<file path="src/design/dfal_pkg.sv">
// shared constants and carriers for the diagnostic flag and alert logic
package dfal_pkg;

   localparam int          ADDR_W           = 6;
   localparam int          DATA_W           = 16;

   // register addresses on the serial register port
   localparam logic [5:0]  ADDR_DIAG        = 6'h0B;
   localparam logic [5:0]  ADDR_SHUNT_HIGH  = 6'h0C;
   localparam logic [5:0]  ADDR_SHUNT_LOW   = 6'h0D;

   // reset values
   localparam logic [15:0] DIAG_RESET       = 16'h0001;
   localparam logic [15:0] SHUNT_HIGH_RESET = 16'h7FFF;
   localparam logic [15:0] SHUNT_LOW_RESET  = 16'h8000;

   // diagnostic register field positions
   localparam int          BIT_LATCH        = 15;
   localparam int          BIT_CONV_READY_ON_OUTPUT         = 14;
   localparam int          BIT_AVG          = 13;
   localparam int          BIT_POL          = 12;
   localparam int          BIT_ENERGY_OF    = 11;
   localparam int          BIT_CHARGE_OF    = 10;
   localparam int          BIT_MATH_OF      = 9;
   localparam int          BIT_RESERVED     = 8;
   localparam int          LIMIT_MSB        = 7;
   localparam int          LIMIT_LSB        = 2;
   localparam int          BIT_CONV_DONE    = 1;
   localparam int          BIT_TRIM_OK      = 0;
   localparam int          NUM_LIMITS       = 6;

   // index of each limit inside the limit vector (bit 7 down to bit 2)
   localparam int          LIM_TEMP         = 5;
   localparam int          LIM_SHUNT_OVER   = 4;
   localparam int          LIM_SHUNT_UNDER  = 3;
   localparam int          LIM_BUS_OVER     = 2;
   localparam int          LIM_BUS_UNDER    = 1;
   localparam int          LIM_POWER        = 0;

   // shunt threshold lsb in 78.125 nV sample units: 5 uV wide, 1.25 uV narrow
   localparam int          SHUNT_WIDE_SHIFT   = 6;
   localparam int          SHUNT_NARROW_SHIFT = 4;

   // shunt sample in fixed 78.125 nV units; bus and power as in result registers
   typedef struct packed {
      logic        is_avg;
      logic [21:0] shunt;
      logic [19:0] bus;
      logic [15:0] temp;
      logic [23:0] power;
   } dfal_sample_type;

   typedef struct packed {
      logic [14:0] bus_high;
      logic [14:0] bus_low;
      logic [15:0] temp_limit;
      logic [15:0] power_limit;
   } dfal_limits_type;

endpackage : dfal_pkg

</file>
<file path="src/design/dfal_alert_pin.sv">
// open-drain alert pin driver with polarity and pin read-back
`timescale 1ns/1ps
module dfal_alert_pin
   import dfal_pkg::*;
(
   input  wire logic core_clk,
   input  wire logic rstn,
   input  wire logic alert_next,
   input  wire logic output_polarity,
   input  wire logic alert_in,
   output logic      alert_out,
   output logic      alert_oe_n,
   output logic      alert_pin_level
);

   logic sync_1;
   logic sync_2;

   // open drain only ever pulls low; the pad resistor makes the high level
   always_ff @(posedge core_clk or negedge rstn) begin
      if (!rstn) begin
         alert_out  <= 1'b0;
         alert_oe_n <= 1'b1;
      end else begin
         alert_out  <= 1'b0;
         alert_oe_n <= alert_next ~^ output_polarity;
      end
   end

   always_ff @(posedge core_clk or negedge rstn) begin
      if (!rstn) begin
         sync_1          <= 1'b1;
         sync_2          <= 1'b1;
         alert_pin_level <= 1'b1;
      end else begin
         sync_1          <= alert_in;
         sync_2          <= sync_1;
         alert_pin_level <= sync_2;
      end
   end

endmodule : dfal_alert_pin

</file>
<file path="src/design/dfal_limit_cmp.sv">
// limit comparators for one conversion result
`timescale 1ns/1ps
module dfal_limit_cmp
   import dfal_pkg::*;
(
   input  wire dfal_sample_type  sample,
   input  wire dfal_limits_type  limits,
   input  wire logic [15:0]      shunt_high_threshold,
   input  wire logic [15:0]      shunt_low_threshold,
   input  wire logic             shunt_range_select,
   output logic [NUM_LIMITS-1:0] cond
);

   logic [21:0] high_scaled;
   logic [21:0] low_scaled;

   // narrow range: quarter span, so the threshold lsb is four times finer
   always_comb begin
      if (shunt_range_select) begin
         high_scaled = {{2{shunt_high_threshold[15]}}, shunt_high_threshold, 4'h0};
         low_scaled  = {{2{shunt_low_threshold[15]}}, shunt_low_threshold, 4'h0};
      end else begin
         high_scaled = {shunt_high_threshold, 6'h00};
         low_scaled  = {shunt_low_threshold, 6'h00};
      end
   end

   always_comb begin
      cond                  = '0;
      cond[LIM_TEMP]        = $signed(sample.temp) > $signed(limits.temp_limit);
      // signed: a negative high threshold trips on a zero result
      cond[LIM_SHUNT_OVER]  = $signed(sample.shunt) > $signed(high_scaled);
      cond[LIM_SHUNT_UNDER] = $signed(sample.shunt) < $signed(low_scaled);
      cond[LIM_BUS_OVER]    = sample.bus[19:4] > {1'b0, limits.bus_high};
      cond[LIM_BUS_UNDER]   = sample.bus[19:4] < {1'b0, limits.bus_low};
      cond[LIM_POWER]       = sample.power[23:8] > limits.power_limit;
   end

endmodule : dfal_limit_cmp

</file>
<file path="src/design/dfal_top.sv">
// diagnostic flags, shunt thresholds and alert generation
//
// Contract
// - transparent mode: alert and flag go idle once the fault is gone
// - latched mode: alert and flag stay active until diagnostic register read
// - conversion-ready-on-alert set: conversion done flag drives alert
// - averaged select picks raw results or only completed averages for comparison
// - polarity bit: 0 active-low open drain, 1 active-high open drain
// - energy overflow flag set on overflow, cleared by energy result read
// - charge overflow flag set on overflow, cleared by charge result read
// - arithmetic overflow flag clears only on triggered conversion or accumulator clear
// - bit 8 reads zero, writes ignored
// - temperature over-limit flag; latched mode read clears it
// - shunt over-limit flag; latched mode read clears it
// - shunt under-limit flag; latched mode read clears it
// - bus over-limit flag; latched mode read clears it
// - bus under-limit flag; latched mode read clears it
// - power over-limit flag; latched mode read clears it
// - conversion done flag; latched read or triggered conversion start clears it
// - trim memory status resets to 1, goes 0 on checksum error
// - shunt high compare signed; negative threshold trips on zero result
// - shunt high threshold 16-bit signed, reset 7FFF, range-dependent scale
// - shunt low threshold 16-bit signed, reset 8000, same scale
// - range select: 0 wide range, 1 narrow range quarter span
// - temperature limit compared directly with die temperature result
`timescale 1ns/1ps
module dfal_top
   import dfal_pkg::*;
(
   input  wire logic                core_clk,
   input  wire logic                rstn,
   input  wire logic [ADDR_W-1:0]   reg_addr,
   input  wire logic                reg_wr,
   input  wire logic                reg_rd,
   input  wire logic [DATA_W-1:0]   reg_wdata,
   output logic      [DATA_W-1:0]   reg_rdata,
   input  wire logic                sample_valid,
   input  wire dfal_sample_type     sample,
   input  wire dfal_limits_type     limits,
   input  wire logic                shunt_range_select,
   input  wire logic                conv_start,
   input  wire logic                conv_done,
   input  wire logic                energy_overflow,
   input  wire logic                energy_read,
   input  wire logic                charge_overflow,
   input  wire logic                charge_read,
   input  wire logic                math_overflow,
   input  wire logic                accum_clear_cmd,
   input  wire logic                trim_checksum_error,
   input  wire logic                alert_in,
   output logic                     alert_out,
   output logic                     alert_oe_n,
   output logic                     alert_active,
   output logic                     alert_pin_level
);

   // configuration bits of the diagnostic register
   logic                  latch_select;
   logic                  conv_ready_on_output;
   logic                  averaged_compare_select;
   logic                  output_polarity;

   // status bits
   logic                  energy_accum_overflow;
   logic                  charge_accum_overflow;
   logic                  arith_overflow_flag;
   logic [NUM_LIMITS-1:0] limit_flags;
   logic                  conv_done_flag;
   logic                  trim_memory_ok;

   logic [15:0]           shunt_high_threshold;
   logic [15:0]           shunt_low_threshold;

   logic [NUM_LIMITS-1:0] cond;
   logic [NUM_LIMITS-1:0] next_limit_flags;
   logic                  next_conv_done_flag;
   logic                  next_alert;
   logic                  diag_rd;
   logic                  diag_wr;
   logic                  eval;
   logic [DATA_W-1:0]     diag_value;

   function automatic logic addr_hit(input logic [ADDR_W-1:0] addr,
                                     input logic [ADDR_W-1:0] target);
      return addr == target;
   endfunction : addr_hit

   assign diag_rd = reg_rd && addr_hit(reg_addr, ADDR_DIAG);
   assign diag_wr = reg_wr && addr_hit(reg_addr, ADDR_DIAG);

   // averaged mode skips raw results, so the alert waits for the average
   assign eval = sample_valid && (!averaged_compare_select || sample.is_avg);

   dfal_limit_cmp u_cmp (
      .sample               (sample),
      .limits               (limits),
      .shunt_high_threshold (shunt_high_threshold),
      .shunt_low_threshold  (shunt_low_threshold),
      .shunt_range_select   (shunt_range_select),
      .cond                 (cond)
   );

   // ---- configuration bits
   always_ff @(posedge core_clk or negedge rstn) begin
      if (!rstn) begin
         latch_select            <= DIAG_RESET[BIT_LATCH];
         conv_ready_on_output    <= DIAG_RESET[BIT_CONV_READY_ON_OUTPUT];
         averaged_compare_select <= DIAG_RESET[BIT_AVG];
         output_polarity         <= DIAG_RESET[BIT_POL];
      end else if (diag_wr) begin
         latch_select            <= reg_wdata[BIT_LATCH];
         conv_ready_on_output    <= reg_wdata[BIT_CONV_READY_ON_OUTPUT];
         averaged_compare_select <= reg_wdata[BIT_AVG];
         output_polarity         <= reg_wdata[BIT_POL];
      end
   end

   // ---- shunt thresholds
   always_ff @(posedge core_clk or negedge rstn) begin
      if (!rstn) begin
         shunt_high_threshold <= SHUNT_HIGH_RESET;
         shunt_low_threshold  <= SHUNT_LOW_RESET;
      end else if (reg_wr) begin
         if (addr_hit(reg_addr, ADDR_SHUNT_HIGH)) begin
            shunt_high_threshold <= reg_wdata;
         end
         if (addr_hit(reg_addr, ADDR_SHUNT_LOW)) begin
            shunt_low_threshold <= reg_wdata;
         end
      end
   end

   // ---- limit and conversion flags; a new result beats a read or write
   always_comb begin
      next_limit_flags = limit_flags;
      if (diag_wr) begin
         next_limit_flags = reg_wdata[LIMIT_MSB:LIMIT_LSB];
      end
      if (latch_select && diag_rd) begin
         next_limit_flags = '0;
      end
      if (eval) begin
         if (latch_select) begin
            next_limit_flags = next_limit_flags | cond;
         end else begin
            next_limit_flags = cond;
         end
      end
   end

   always_comb begin
      next_conv_done_flag = conv_done_flag;
      if (diag_wr) begin
         next_conv_done_flag = reg_wdata[BIT_CONV_DONE];
      end
      if (conv_start || (latch_select && diag_rd)) begin
         next_conv_done_flag = 1'b0;
      end
      if (conv_done) begin
         next_conv_done_flag = 1'b1;
      end
   end

   // alert follows the flags in the same edge they change
   assign next_alert = (|next_limit_flags)
                       || (conv_ready_on_output && next_conv_done_flag);

   always_ff @(posedge core_clk or negedge rstn) begin
      if (!rstn) begin
         limit_flags    <= DIAG_RESET[LIMIT_MSB:LIMIT_LSB];
         conv_done_flag <= DIAG_RESET[BIT_CONV_DONE];
         alert_active   <= 1'b0;
      end else begin
         limit_flags    <= next_limit_flags;
         conv_done_flag <= next_conv_done_flag;
         alert_active   <= next_alert;
      end
   end

   // ---- accumulator and arithmetic overflow; the set wins over the clear
   always_ff @(posedge core_clk or negedge rstn) begin
      if (!rstn) begin
         energy_accum_overflow <= DIAG_RESET[BIT_ENERGY_OF];
         charge_accum_overflow <= DIAG_RESET[BIT_CHARGE_OF];
      end else begin
         if (energy_overflow) begin
            energy_accum_overflow <= 1'b1;
         end else if (energy_read) begin
            energy_accum_overflow <= 1'b0;
         end
         if (charge_overflow) begin
            charge_accum_overflow <= 1'b1;
         end else if (charge_read) begin
            charge_accum_overflow <= 1'b0;
         end
      end
   end

   // reads of the diagnostic register deliberately leave this one alone
   always_ff @(posedge core_clk or negedge rstn) begin
      if (!rstn) begin
         arith_overflow_flag <= DIAG_RESET[BIT_MATH_OF];
      end else if (math_overflow) begin
         arith_overflow_flag <= 1'b1;
      end else if (conv_start || accum_clear_cmd) begin
         arith_overflow_flag <= 1'b0;
      end
   end

   // ---- trim memory status; a checksum error wins over a host write
   always_ff @(posedge core_clk or negedge rstn) begin
      if (!rstn) begin
         trim_memory_ok <= DIAG_RESET[BIT_TRIM_OK];
      end else if (trim_checksum_error) begin
         trim_memory_ok <= 1'b0;
      end else if (diag_wr) begin
         trim_memory_ok <= reg_wdata[BIT_TRIM_OK];
      end
   end

   // ---- read path; data shows the state before any read-clear
   always_comb begin
      diag_value                          = '0;
      diag_value[BIT_LATCH]               = latch_select;
      diag_value[BIT_CONV_READY_ON_OUTPUT]                = conv_ready_on_output;
      diag_value[BIT_AVG]                 = averaged_compare_select;
      diag_value[BIT_POL]                 = output_polarity;
      diag_value[BIT_ENERGY_OF]           = energy_accum_overflow;
      diag_value[BIT_CHARGE_OF]           = charge_accum_overflow;
      diag_value[BIT_MATH_OF]             = arith_overflow_flag;
      diag_value[LIMIT_MSB:LIMIT_LSB]     = limit_flags;
      diag_value[BIT_CONV_DONE]           = conv_done_flag;
      diag_value[BIT_TRIM_OK]             = trim_memory_ok;
   end

   always_ff @(posedge core_clk or negedge rstn) begin
      if (!rstn) begin
         reg_rdata <= '0;
      end else if (reg_rd) begin
         unique case (reg_addr)
            ADDR_DIAG:       reg_rdata <= diag_value;
            ADDR_SHUNT_HIGH: reg_rdata <= shunt_high_threshold;
            ADDR_SHUNT_LOW:  reg_rdata <= shunt_low_threshold;
            default:         reg_rdata <= '0;
         endcase
      end
   end

   dfal_alert_pin u_pin (
      .core_clk        (core_clk),
      .rstn            (rstn),
      .alert_next      (next_alert),
      .output_polarity (output_polarity),
      .alert_in        (alert_in),
      .alert_out       (alert_out),
      .alert_oe_n      (alert_oe_n),
      .alert_pin_level (alert_pin_level)
   );
endmodule : dfal_top

</file>
<file path="config.mk">
export PLATFORM = sky130hd
export DESIGN_NAME = dfal_top
export DESIGN_NICKNAME = d
export VERILOG_FILES = /design/src/design/dfal_pkg.sv /design/src/design/dfal_alert_pin.sv /design/src/design/dfal_limit_cmp.sv /design/src/design/dfal_top.sv
export SDC_FILE = /design/constraint.sdc
export NUM_CORES = 1
export LEC_CHECK = 0
export ABC_AREA = 1
export CORE_ASPECT_RATIO = 0.5
export CORE_MARGIN = 2
export CORE_UTILIZATION = 65
export CTS_CLUSTER_SIZE = 12
export DETAILED_ROUTE_END_ITERATION = 12
export DONT_BUFFER_PORTS = 1
export PLACE_DENSITY = 0.81
export SLEW_MARGIN = 20
export SYNTH_ARGS = -nofsm -noshare
export SYNTH_HDL_FRONTEND = slang
export SYNTH_SLANG_ARGS = --single-unit
</file>
<file path="constraint.sdc">
create_clock -name core_clk -period 2.3 [get_ports core_clk]
set_input_delay 0.345 -clock core_clk [delete_from_list [all_inputs] [get_ports core_clk]]
set_output_delay 0.345 -clock core_clk [all_outputs]
set_load 0.03 [all_outputs]
</file>
==> reports/qor.csv <==
stage,metric,value,unit
worst_setup_path,path_class,flop to flop,
timing,worst_slew_margin_rel,61.1,%
cells_and_area,seq_area,1730,sq um
clocking,clock_latency,340,ps
grt,grt_max_degree,69,
cells_and_area,final_area,6430,sq um
floorplan,start_util,67.6,%
synthesis,syn_area,5950,sq um
worst_setup_path,r2r_end,u_pin.alert_oe_n,
worst_setup_path,cp_data_arrival_time,2460,ps
synthesis,async_flop_share,100,%
cells_and_area,antenna_cells,0,
synthesis,synth_top_area_share,20.2,%
timing,fmaxAchievable,458,MHz
placement,portBuffers,0,
timing,slew_viol_final,0,
worst_setup_path,rrSetupSlack,110,ps
synthesis,synth_most_common_cell,nand2_1,
power_and_ir_drop,p_per_area,584,nW/um^2
floorplan,die_w,139,um
drt,drcViolationCount,0,
synthesis,yosysWarningCount,0,
power_and_ir_drop,p_leak,3.54,nW
clocking,cts.sinks,68,
synthesis,syn_inst,812,
min_path,hold_class,primary input to flop,
placement,dpl.hpwl,11600,um
floorplan,core,8800,sq um
timing,setup_violations,0,
worst_setup_path,crit_fanout,3,
cells_and_area,nets,1092,
worst_setup_path,crit_end,u_pin.alert_oe_n,
synthesis,syn_avg_cell_area,7.32,sq um
drt,via_per_inst,5.57,
grt,grt_use_total,30.1,%
clocking,cts_max_level,3,
run,max_cap_viol_count,0,
grt,grt_pass1_wl,23800,um
worst_setup_path,worstSetupStartpointType,flop,
floorplan,die_y,71.6,um
drt,wl_per_cell,15.7,um
clocking,cts-buffers-inserted,9,
drt,wl,14600,um
floorplan,die_area,9970,sq um
clocking,cts_setup_buffers,0,
cells_and_area,final_core_util,73.1,%
grt,grtUsageMet2,54.6,%
floorplan,rows,24,
synthesis,synth_seq_cells,68,
synthesis,yosysTopAreaCell,ha_1,
synthesis,ys.flop_type,dfrtp_1,
drt,vias,5204,
cells_and_area,multiInputGateArea,3560,sq um
timing,min_period_over_period,95.0,%
worst_setup_path,critical_path.startpoint,shunt_high_threshold[8],
grt,grt_util_met1,36.0,%
synthesis,yosysUniqueCellTypes,39,
cells_and_area,n_fill_cell,677,
synthesis,synthTopCellsByArea,"ha_1 20%, dfrtp_1 20%, nand2_1 14%, inv_1 10%, dfstp_2 9.3%",
drt,drtPass1Iterations,5,
timing,holdWs,50.6,ps
timing,worst_pin_slew,583,ps
cells_and_area,area_growth,8.12,%
timing,clock_skew,6.75,ps
floorplan,io_pins,203,
worst_setup_path,endpoint_kind,flop,
status,status,completed,
drt,drt_iter0_drc,385,
worst_setup_path,r2r-start,shunt_high_threshold[8],
power_and_ir_drop,peakVddDrop,0.000548,V
grt,use_met3,7.35,%
drt,postRouteAntennaNets,0,
clocking,cts_max_path_buffers,2,
timing,hold_violations,0,
synthesis,synth.top_cells.by_count,"217 x nand2_1, 159 x inv_1, 96 x ha_1",
grt,grt_overflow,0,
grt,grt_pass1_vias,5129,
clocking,cts_root_buf,clkbuf_16,
worst_setup_path,rr_worst_depth,17,
clocking,clk_transition_reported_paths,60,ps
placement,place.gp.congestion,0.826,
timing,period_needed,2190,ps
grt,antenna_found_initial,0,
grt,busiest_layer,met2,
worst_setup_path,crit_required,2580,ps
placement,place_area,6050,sq um
synthesis,yosysSeqAreaShare,29.1,%
cells_and_area,drive_gt1_share,9.90,%
clocking,cts_tree,yes,
synthesis,synth_edf_count,0,
synthesis,synth_nets,1091,
timing,setup_tns,0,ps
[sequential cells by signal, summed over array words and instances, names as in the netlist, 6 cells and up]
| register | flops |
|---|---|
| reg_rdata | 16 |
| shunt_low_threshold | 16 |
| shunt_high_threshold | 16 |
| limit_flags | 6 |
[area by class of cell]
class | count | share of cell area [%]
multi-input cells | 566 | 55.4
flip-flops and latches | 68 | 26.9
inverters | 159 | 9.28
clock buffers | 9 | 3.50
well taps | 117 | 2.28
repair buffers | 9 | 1.44
clock inverters | 7 | 1.25
[where the power goes]
group	total (W)	switching, W	leakage, nW	internal [W]
sequential	0.00147	0.000122	0.833	0.00135
combinational	0.000852	0.000504	2.57	0.000348
clock	0.00143	0.000578	0.143	0.000854
total	0.00375	0.00120	3.54	0.00255
[per-stage QoR]
| stage | cells | worst slack, ps | power [W] |
|---|---|---|---|
| 2_1_floorplan | 812 | 131 | 0.00209 |
| 3_3_place_gp | 916 | 186 | 0.00223 |
| 3_5_place_dp | 916 | 90.6 | 0.00228 |
| 4_1_cts | 935 | 83.2 | 0.00373 |
| 5_1_grt | 935 | -31.8 | 0.00397 |
| 6_report | 935 | 115 | 0.00375 |
[cell usage in the layout, fill, tap and decap left out, types with 2 or more instances in the layout]
cell type / netlist / final
o211ai_1: 8 / 8
o21a_1: 2 / 2
mux2_2: 15 / 15
a21oi_2: 2 / 2
nand2_1: 217 / 215
o21ai_1: 4 / 5
nand2_2: 4 / 6
mux2i_1: 11 / 11
inv_1: 159 / 159
a21o_1: 5 / 5
dfstp_2: 21 / 21
o22ai_1: 2 / 2
dlygate4sd3_1: 0 / 2
o21bai_1: 5 / 5
o221ai_1: 6 / 6
nor2_1: 48 / 46
nor2_4: 0 / 2
or2_2: 2 / 2
a21oi_1: 39 / 39
nand4_1: 6 / 6
clkbuf_16: 0 / 9
clkinvlp_4: 0 / 2
nand3_1: 20 / 19
o21ai_0: 59 / 58
dfrtp_1: 47 / 47
buf_4: 2 / 6
nor2_2: 3 / 3
nor4_1: 2 / 2
inv_6: 0 / 4
ha_1: 96 / 96
[worst max-delay path: stages, from the launching register on]
cell and delay (ps):
dfstp_2 530, inv_1 70, nand2_1 60, o21ai_1 60
ha_1 270, nand2_1 60, nor2_1 130, nand2_1 100
nor2_2 140, nand2_1 90, nand3_1 100, nand2_1 60
nand3_2 90, nand2_2 80, nor2_4 100, nand2_2 60
nand2_1 50, nand2_1 50
[metal layers]
layer,vias to the layer above,part of all wire (%),wire length [um]
met1,2358,41,6010
met3,36,7.1,1040
met5,-,0,0
met4,0,2.7,395
li1,2602,-,-
met2,208,49,7190
[how the worst min path moves through the flow]
stage,slack [ps],endpoint,startpoint,cells after the start
floorplan,50,alert_active,rstn,0
global placement,50,shunt_low_threshold[10],rstn,0
detailed placement,50,shunt_low_threshold[10],rstn,0
CTS,50,trim_memory_ok,trim_checksum_error,1
global route,50,trim_memory_ok,trim_checksum_error,1
finish,50,trim_memory_ok,trim_checksum_error,1
[logic make-up after synthesis]
family	synth area share, %
other	0.0631
AO/OA/AOI/OAI	12.9
flip-flops	29.1
adder cells (fa/ha/maj)	20.2
multiplexers	4.69
buffers and inverters	11.6
AND/OR/NAND/NOR	21.6
[repair_timing]
action | 4_1_cts | 5_1_grt
setup endpoints to repair | 0 | 2
hold buffers | 3 | 0
endpoints found under the hold margin | 69 | 0
resized for setup | 0 | 10
No activity file was read; power rests on OpenSTA's default activity.
